### src/aph_pkg.sv
/*
 package for the mobile bus power handshake block: bus modes, handshake
 variants, handshake states, the state record and its reset value.
 assumes one clock, clk_sys, and a synchronous active-high reset.
*/
package aph_pkg;

   // bus operating mode, steered by configuration
   typedef enum logic [1:0] {
      MODE_PCI   = 2'h0,
      MODE_AGP1X = 2'h1,
      MODE_AGP2X = 2'h2,
      MODE_AGP4X = 2'h3
   } aph_mode_t;

   // busy handshake variant select
   typedef enum logic {
      VAR_V161 = 1'b0,
      VAR_V01  = 1'b1
   } aph_variant_t;

   typedef enum logic [1:0] {
      ST_RUN,
      ST_DRAIN,
      ST_QUIET
   } aph_state_t;

   localparam int OUT_W = 4;

   // reset values
   localparam logic         PIN_IDLE_RST = 1'b1;
   localparam aph_mode_t    MODE_RST     = MODE_PCI;
   localparam aph_variant_t VARIANT_RST  = VAR_V161;

   typedef struct packed {
      logic             stp_meta;
      logic             stp_sync;
      logic             sus_meta;
      logic             sus_sync;
      aph_variant_t     variant;
      aph_mode_t        mode;
      logic [OUT_W-1:0] outstanding;
      aph_state_t       state;
      logic             busy;
      logic             clk_stop_warn;
      logic             prepared;
      logic             sideband_en;
      logic             strobe_diff_en;
   } aph_state_rec_t;

   localparam aph_state_rec_t STATE_RST = '{
      stp_meta:       PIN_IDLE_RST,
      stp_sync:       PIN_IDLE_RST,
      sus_meta:       PIN_IDLE_RST,
      sus_sync:       PIN_IDLE_RST,
      variant:        VARIANT_RST,
      mode:           MODE_RST,
      outstanding:    '0,
      state:          ST_RUN,
      busy:           1'b0,
      clk_stop_warn:  1'b0,
      prepared:       1'b0,
      sideband_en:    1'b0,
      strobe_diff_en: 1'b0
   };

endpackage

### src/aph_power_handshake.sv
/*
 mobile power handshake of the graphics controller on its host bus.
 assumes the stop and suspend pins come from the chipset domain and are
 pulled high when idle; bus mode and variant come from device config.
*/
// What this block does and what it assumes of the chipset
// the host interface runs 4x transfers with sideband addressing.
// plain PCI, 1x and 2x cycles still run over the same interface.
// in PCI mode no sideband, strobe, status or power pin is relied on.
// the active-low busy output is asserted whenever the device is busy.
// a stop request is accepted at any time, even while busy is asserted.
// a stop request warns that requests will soon go unanswered; stop issuing.
// a control bit selects the 1.61 or the 0.1 busy handshake variant.
// in the 1.61 variant only stop and busy are used; suspend is ignored.
// in the 1.61 variant a stop request also warns that the clock will stop.
// in the 0.1 variant only suspend state warns that the clock will stop.
// busy is open drain: pulled to zero when asserted, released otherwise.
// the chipset keeps stop and suspend driven or pulled high.
// busy is released once no requests are outstanding and no work waits.
// stop, suspend and busy are active low.
`timescale 1ns/100ps
module aph_power_handshake (
   input  wire logic              clk_sys,
   input  wire logic              srst,
   input  wire logic              stop_request_n,
   input  wire logic              suspend_state_n,
   input  wire aph_pkg::aph_mode_t    bus_mode,
   input  wire aph_pkg::aph_variant_t variant_sel,
   input  wire logic              work_pending,
   input  wire logic              req_issue,
   input  wire logic              req_done,
   output logic                   req_allow,
   output logic                   stop_prepared,
   output logic                   clk_stop_warn,
   output logic                   sideband_en,
   output logic                   strobe_diff_en,
   output logic                   busy_indicate_o,
   output logic                   busy_indicate_oe_n
);
   import aph_pkg::*;

   aph_state_rec_t cur;
   aph_state_rec_t next_cur;
   logic           stop_act;
   logic           sus_act;
   logic           agp_on;
   logic           issue_ok;

   // pin level low means asserted
   function automatic logic pm_asserted(input logic level_n);
      pm_asserted = ~level_n;
   endfunction

   // handshake pins count only outside PCI mode
   assign agp_on   = (cur.mode != MODE_PCI);
   assign stop_act = agp_on & pm_asserted(cur.stp_sync);
   assign sus_act  = agp_on & pm_asserted(cur.sus_sync);

   // new requests stop as soon as a stop request is seen
   assign req_allow = (cur.state == ST_RUN) & ~stop_act;
   assign issue_ok  = req_issue & req_allow;

   always_comb begin
      next_cur = cur;
      // two-stage synchronisers for the chipset pins
      next_cur.stp_meta = stop_request_n;
      next_cur.stp_sync = cur.stp_meta;
      next_cur.sus_meta = suspend_state_n;
      next_cur.sus_sync = cur.sus_meta;
      next_cur.variant  = variant_sel;
      next_cur.mode     = bus_mode;
      // lane usage per mode
      next_cur.sideband_en    = (bus_mode != MODE_PCI);
      next_cur.strobe_diff_en = (bus_mode == MODE_AGP4X);
      // outstanding request count
      if (issue_ok && !(req_done && cur.outstanding != '0)) begin
         if (cur.outstanding != '1) begin
            next_cur.outstanding = cur.outstanding + 1'b1;
         end
      end else if (!issue_ok && req_done && cur.outstanding != '0) begin
         next_cur.outstanding = cur.outstanding - 1'b1;
      end
      // busy while work or requests remain, regardless of stop
      next_cur.busy = agp_on & (work_pending | (next_cur.outstanding != '0));
      // clock stop warning per variant
      if (cur.variant == VAR_V161) begin
         next_cur.clk_stop_warn = stop_act;
      end else begin
         next_cur.clk_stop_warn = sus_act;
      end
      // stop preparation sequence
      unique case (cur.state)
         ST_RUN: begin
            if (stop_act) begin
               next_cur.state = ST_DRAIN;
            end
         end
         ST_DRAIN: begin
            if (!stop_act) begin
               next_cur.state = ST_RUN;
            end else if (next_cur.outstanding == '0) begin
               next_cur.state = ST_QUIET;
            end
         end
         ST_QUIET: begin
            if (!stop_act) begin
               next_cur.state = ST_RUN;
            end
         end
         default: begin
            next_cur.state = ST_RUN;
         end
      endcase
      next_cur.prepared = (next_cur.state == ST_QUIET);
   end

   always_ff @(posedge clk_sys) begin
      if (srst) begin
         cur <= STATE_RST;
      end else begin
         cur <= next_cur;
      end
   end

   assign stop_prepared      = cur.prepared;
   assign clk_stop_warn      = cur.clk_stop_warn;
   assign sideband_en        = cur.sideband_en;
   assign strobe_diff_en     = cur.strobe_diff_en;
   // open drain: only ever drives zero
   assign busy_indicate_o    = 1'b0;
   assign busy_indicate_oe_n = ~cur.busy;
endmodule

### config.mk
export PLATFORM = sky130hd
export DESIGN_NAME = aph_power_handshake
export DESIGN_NICKNAME = d
export VERILOG_FILES = /design/src/aph_pkg.sv /design/src/aph_power_handshake.sv
export SDC_FILE = /design/constraint.sdc
export NUM_CORES = 1
export LEC_CHECK = 0
export BUFFER_PORTS_ARGS = -buffer_cell sky130_fd_sc_hd__buf_2
export CORE_ASPECT_RATIO = 1.25
export CORE_MARGIN = 4
export CORE_UTILIZATION = 50
export DETAILED_ROUTE_END_ITERATION = 8
export GPL_TIMING_DRIVEN = 1
export PLACE_DENSITY = 0.73
export SLEW_MARGIN = 5
export SYNTH_ARGS = -nofsm -noshare
export SYNTH_HDL_FRONTEND = slang
export SYNTH_SLANG_ARGS = --single-unit
export TNS_END_PERCENT = 50
### constraint.sdc
create_clock -name clk_sys -period 4.62 [get_ports clk_sys]
set_input_delay 0.231 -clock clk_sys [delete_from_list [all_inputs] [get_ports clk_sys]]
set_output_delay 0.231 -clock clk_sys [all_outputs]
set_load 0.02 [all_outputs]
==> qor.yml, run 1 <==
cts_buffers: 3
io_pins: 17
yosys.cell_types.count: 40
post-route-min-period_ns: 2.33
fin_skew_ns: 0.00951
io_buffers: 15
row_count: 16
use_met2: 0.233
die_x_um: 45.6
synthCells: 90
use_met1: 0.188
layout-area-overhead-vs-synth_pct: 12.2
grt_antenna_before_repair: 0
dr_total_vias: 694
htree_levels: 1
postCtsSetupRepairBufs: 0
drt_first_iter_violations: 23
rsz0062_at_grt: "no"
cts.sinks: 18
relSlewSlack: 0.625
maxSlewViolCount: 0
grt-ovfl-total: 0
drive_above_1_share: 0.276
final_nets: 118
syn_avg_cell_area_um2: 9.80
grt_pass1_wl_um: 2670
crit_family: "simple AND/OR/NAND/NOR gates"
max-clock-path-buffers: 2
fin_setup_tns_ns: 0
arrival_ns: 2.52
dp_hpwl_um: 1270
pre_cts_slack_ns: 2.29
clk_pin_slew_ns: 0.10
hold_ws_ns: 0.125
path_cells: "inv_1 > ha_1 > or3b_1 > a22oi_1 > nand2_1 > and4_4 > and4_4 > a2111oi_2"
die_y_um: 55.0
leakagePower_nw: 0.432
slowest_stage: "dfxtp_1"
n_fill_cell: 126
cp_common_cell: "and4_4"
gp_congestion: 0.925
fin_ws_ns: 2.29
end_kind: "register"
syn_nets: 102
wl_um: 1620
synth_edf_count: 0
place_inst: 119
worstPathMaxFanout: 7
grt_max_degree: 13
yosysWarnings: 0
postRouteAntennaNets: 0
tritoncts: "done"
critical-path-max-stage-delay_ns: 0.39
finalSetupViolCount: 0
fmax_mhz: 429
ctsResizeCount: 0
ys_ff_latch: 18
track_usage: 0.147
path_buf_inv: 1
wl_per_cell_um: 13.2
via_per_inst: 5.64
cts.root.buffer_cell: "clkbuf_4"
critPathKind: "reg -> reg"
drc_errors: 0
synth_ff_type: "dfxtp_1"
start_kind: "register"
diodes: 0
grt_pass1_vias: 626
final_cells: 123
clock_latency_ns: 0.28
postSynth.asyncResetShare: 0
top_usage_layer: "met2"
ir_drop_uv: 305
hold_viol_final: 0
holdBufCountCts: 0
powerDensity_mw_per_mm2: 358
core-area_mm2: 0.00162
maxCapViolations: 0
hold_class: "in -> reg"
dr.pass1.iters: 4
fin_total_pwr_uw: 354
worst_pin_slew_ns: 0.557
ys_seq_area_frac: 0.409
finalCritPeriodShare: 0.504
grtUsageMet3: 0.0615
syn_area_um2: 882
crit_required_ns: 4.81
die_area_mm2: 0.00250
initial_core_util: 0.544
outcome: "finished clean"
-- worst paths after layout --
path                        start       to  slack (ns)  cells past startpoint
hold reg to reg           cur[15]  cur[14]        0.41                      1
setup / recovery           cur[7]   cur[5]        2.29                      8
setup reg to reg           cur[7]   cur[5]        2.29                      8
hold / removal    suspend_state_n  cur[15]        0.12                      2
-- layout by cell type, fill, tap and decap left out, types with 2 or more instances in the layout --
| cell type | count |
|---|---|
| nor4b_1 | 2 |
| a21oi_1 | 6 |
| nor2_1 | 6 |
| dfxtp_1 | 18 |
| nor2b_1 | 4 |
| and4_4 | 2 |
| ha_1 | 2 |
| nor3_1 | 2 |
| buf_2 | 15 |
| nand2_1 | 4 |
| or2_1 | 4 |
| inv_1 | 5 |
| clkbuf_4 | 3 |
| a211oi_1 | 2 |
| and2_1 | 2 |
| a21o_1 | 4 |
-- worst reg2reg max path, stage by stage, from the launching register on --
cell       delay [ns]
dfxtp_1          0.39
inv_1            0.11
ha_1             0.24
or3b_1           0.39
a22oi_1          0.33
nand2_1          0.11
and4_4           0.18
and4_4           0.16
a2111oi_2        0.34
-- where the power goes --
group	internal (mW)	switching [mW]
logic	0.0409	0.0458
clock network	0.0479	0.0441
registers	0.165	0.0103
total	0.254	0.100
-- state kept, by name, summed over array words and instances, names as in the netlist --
register / count
strobe_diff_en: 1
sideband_en: 1
cur: 14
clk_stop_warn: 1
stop_prepared: 1
-- routing by layer --
layer,wire (um),share of wire
met1,700,0.43
met2,849,0.52
met3,68,0.042
met4,0,0
met5,0,0
-- Yosys cell counts (2+ instances only) --
cell / number / area share
and4_4: 2 / 0.026
clkbuf_1: 2 / 0.0085
a21o_1: 4 / 0.034
nor2_1: 6 / 0.026
nand2_1: 4 / 0.017
dfxtp_1: 18 / 0.41
nor2b_1: 4 / 0.028
a211oi_1: 2 / 0.017
a21oi_1: 6 / 0.034
inv_1: 5 / 0.021
nor4b_1: 2 / 0.020
and2_1: 2 / 0.014
nor3_1: 2 / 0.011
or2_1: 4 / 0.028
ha_1: 2 / 0.028
-- area by class of cell --
type                       count  area, um^2  area share
multi-input combinational     63         477       0.482
sequential                    18         360       0.364
timing repair buffer          15        75.1      0.0759
clock buffer                   4        36.3      0.0367
tap                           18        22.5      0.0228
inverter                       5        18.8      0.0190
-- cell families after synthesis --
group           count (synthesis)  share of synthesized area
buf+inv                         9                     0.0511
flops                          18                      0.409
compound gates                 20                      0.209
other cells                     1                    0.00425
simple gates                   39                      0.288
fa+ha+maj                       2                     0.0284
mux                             1                     0.0113
-- per-stage QoR --
step,util,instance area (um^2)
2_1_floorplan,-,882
3_3_place_gp,0.588,953
3_5_place_dp,0.588,953
4_1_cts,0.610,990
5_1_grt,0.610,990
6_report,0.610,990
Note: power is estimated with default switching activity, not from simulation.
==> run 2, diff against run 1 <==
Settings changed: CORE_UTILIZATION 50 to 47, PLACE_DENSITY 0.73 to 0.72.
Clock period 4.62 ns to 1.99 ns, I/O delays scaled along.
==> run 2 against run 1 <==
- critical path depth fell by 1
- global-route usage rose by 0.67 points
- combinational power grew to 4.2 times the previous value
- via count rose by 20%
- final cell count is 23% higher
- largest cell class unchanged
- non-clock buffer count increased by 27
- critical endpoint unchanged
==> qor.yml, run 2 (synthesized netlist as in run 1, its figures left out) <==
outcome: "finished clean"  # unchanged
final_nets: 145  # was 118
critical-path-max-stage-delay_ns: 0.52  # was 0.39 ns
drive_above_1_share: 0.538  # was 0.276
use_met2: 0.248  # was 0.233
row_count: 17  # was 16
worst_pin_slew_ns: 0.504  # was 0.557 ns
hold_viol_final: 0  # unchanged
layout-area-overhead-vs-synth_pct: 46.4  # was 12.2%
p_clk_frac: 0.218  # was 0.260
cts.root.buffer_cell: "clkbuf_4"  # unchanged
clock_latency_ns: 0.28  # about the same
critPathKind: "reg -> reg"  # unchanged
wl_per_cell_um: 13.7  # was 13.2 um
via_per_inst: 5.50  # was 5.64
dr.pass1.iters: 4  # unchanged
p_int_uw: 692  # was 254 uW
post-route-min-period_ns: 1.96  # was 2.33 ns
powerDensity_mw_per_mm2: 755  # was 358 mW/mm^2
n_fill_cell: 126  # unchanged
io_buffers: 15  # unchanged
max-clock-path-buffers: 2  # unchanged
crit_required_ns: 2.15  # was 4.81 ns
regArea_um2: 364  # was 360 um^2
relSlewSlack: 0.663  # was 0.625
dr_total_vias: 831  # was 694
diodes: 0  # unchanged
ir_drop_uv: 649  # was 305 uV
core-area_mm2: 0.00177  # was 0.00162 mm^2
worstPathMaxFanout: 4  # was 7
slowest_stage: "or4b_4"  # was dfxtp_1
hold_ws_ns: 0.0181  # was 0.125 ns
die_x_um: 46.8  # was 45.6 um
cts.sinks: 18  # unchanged
clk_pin_slew_ns: 0.09  # was 0.10 ns
die_y_um: 56.4  # was 55.0 um
largest_reg_flops: 14  # unchanged
finalCritPeriodShare: 0.987  # was 0.504
cts_buffers: 3  # unchanged
dp_hpwl_um: 1320  # was 1270 um
fin_skew_ns: 0.00351  # was 0.00951 ns
place_inst: 135  # was 119
leakagePower_nw: 0.570  # was 0.432 nW
die_area_mm2: 0.00264  # was 0.00250 mm^2
grt-ovfl-total: 0  # unchanged
top_usage_layer: "met2"  # unchanged
path_cells: "buf_6 > or4b_4 > a21oi_4 > a21oi_2 > a221oi_2 > and4_4 > a2111oi_4"  # was inv_1 > ha_1 > or3b_1 > a22oi_1 > nand2_1 > and4_4 > and4_4 > a2111oi_2
io_pins: 17  # unchanged
drt_first_iter_violations: 11  # was 23
initial_core_util: 0.500  # was 0.544
grtUsageMet3: 0.0641  # was 0.0615
seqPwrFrac: 0.407  # was 0.495
start_kind: "register"  # unchanged
hold_class: "in -> reg"  # unchanged
track_usage: 0.154  # was 0.147
final_cells: 151  # was 123
combPwrFrac: 0.375  # was 0.245
end_kind: "register"  # unchanged
grt_pass1_vias: 741  # was 626
maxSlewViolCount: 0  # unchanged
p_switching_uw: 283  # was 100 uW
max_flop_register: "cur"  # unchanged
rsz0062_at_grt: "yes"  # was no
final_common_cell: "buf_4"  # was dfxtp_1
htree_levels: 1  # unchanged
grt_max_degree: 13  # unchanged
grt_pass1_wl_um: 3010  # was 2670 um
maxCapViolations: 0  # unchanged
multi_input_area_um2: 562  # was 477 um^2
grt_antenna_before_repair: 0  # unchanged
use_met1: 0.167  # was 0.188
gp_congestion: 0.881  # was 0.925
fmax_mhz: 509  # was 429 MHz
finalSetupViolCount: 0  # unchanged
postRouteAntennaNets: 0  # unchanged
tritoncts: "done"  # unchanged
p_sw_frac: 0.290  # was 0.283
arrival_ns: 2.12  # was 2.52 ns
wl_um: 2060  # was 1620 um
final_cell_mix: "buf_4 (24), dfxtp_1 (15), buf_2 (15)"  # was dfxtp_1 (18), buf_2 (15), a21oi_1 (6), nor2_1 (6), inv_1 (5)
drc_errors: 0  # unchanged
-- run 2: cell count changes in the layout (fill, tap and decap cells not counted), sizes merged --
| cell | change |
|---|---|
| dlygate4sd3 | +2 |
| buf | +25 |
-- run 2: per-layer routing --
metal	vias to the layer above	part of all wire
met5	-	0
met4	0	0.020
met3	6	0.050
met2	26	0.50
met1	391	0.43
li1	408	-
-- run 2: worst max-delay path: cells and delay by family, from the launching register on --
kind,cells,cell delay [ns]
simple gates,2,0.82
buf+inv,1,0.12
compound gates,4,0.55
flops,1,0.34
-- run 2: stage by stage --
stage               setup TNS, ns   util  power (mW)  area [um^2]  setup WS (ns)
finish                          0  0.731       0.975         1290         0.0266
global route               -0.244  0.731        1.02         1290        -0.0674
CTS                             0  0.682       0.925         1200        0.00485
detailed placement         -0.149  0.608       0.657         1070        -0.0636
global placement           -0.115  0.608       0.650         1070        -0.0513
floorplan                       0      -       0.578          888       0.000829
-- run 2: cell type report --
class / instances / share of cell area
multi-input combinational: 63 / 0.435
sequential: 18 / 0.282
timing repair buffer: 42 / 0.222
clock buffer: 4 / 0.0281
tap: 19 / 0.0184
inverter: 5 / 0.0145
-- run 2: path summary, 6_finish.rpt --
check             endpoint  depth (start not counted)        start  slack (ns)
setup / recovery    cur[5]                          7       cur[7]        0.03
hold / removal     cur[13]                          2  variant_sel        0.02
setup reg to reg    cur[5]                          7       cur[7]        0.03
hold reg to reg    cur[16]                          1      cur[17]        0.41
-- run 2: what timing repair did --
action | 4_1_cts | 5_1_grt
buffers inserted | 5 | 5
hold endpoints to repair | 2 | 0
hold buffers | 2 | 0
pin swaps | 5 | 10
endpoints found under the setup margin | 4 | 5
resized for setup | 7 | 13
-- run 2: power by group through the flow --
stage | clock network (mW) | registers [mW] | logic [mW]
3_3_place_gp | 0 | 0.401 | 0.249
3_5_place_dp | 0 | 0.402 | 0.255
6_report | 0.213 | 0.397 | 0.365
5_1_grt | 0.233 | 0.400 | 0.391
4_1_cts | 0.221 | 0.394 | 0.309
2_1_floorplan | 0 | 0.415 | 0.163
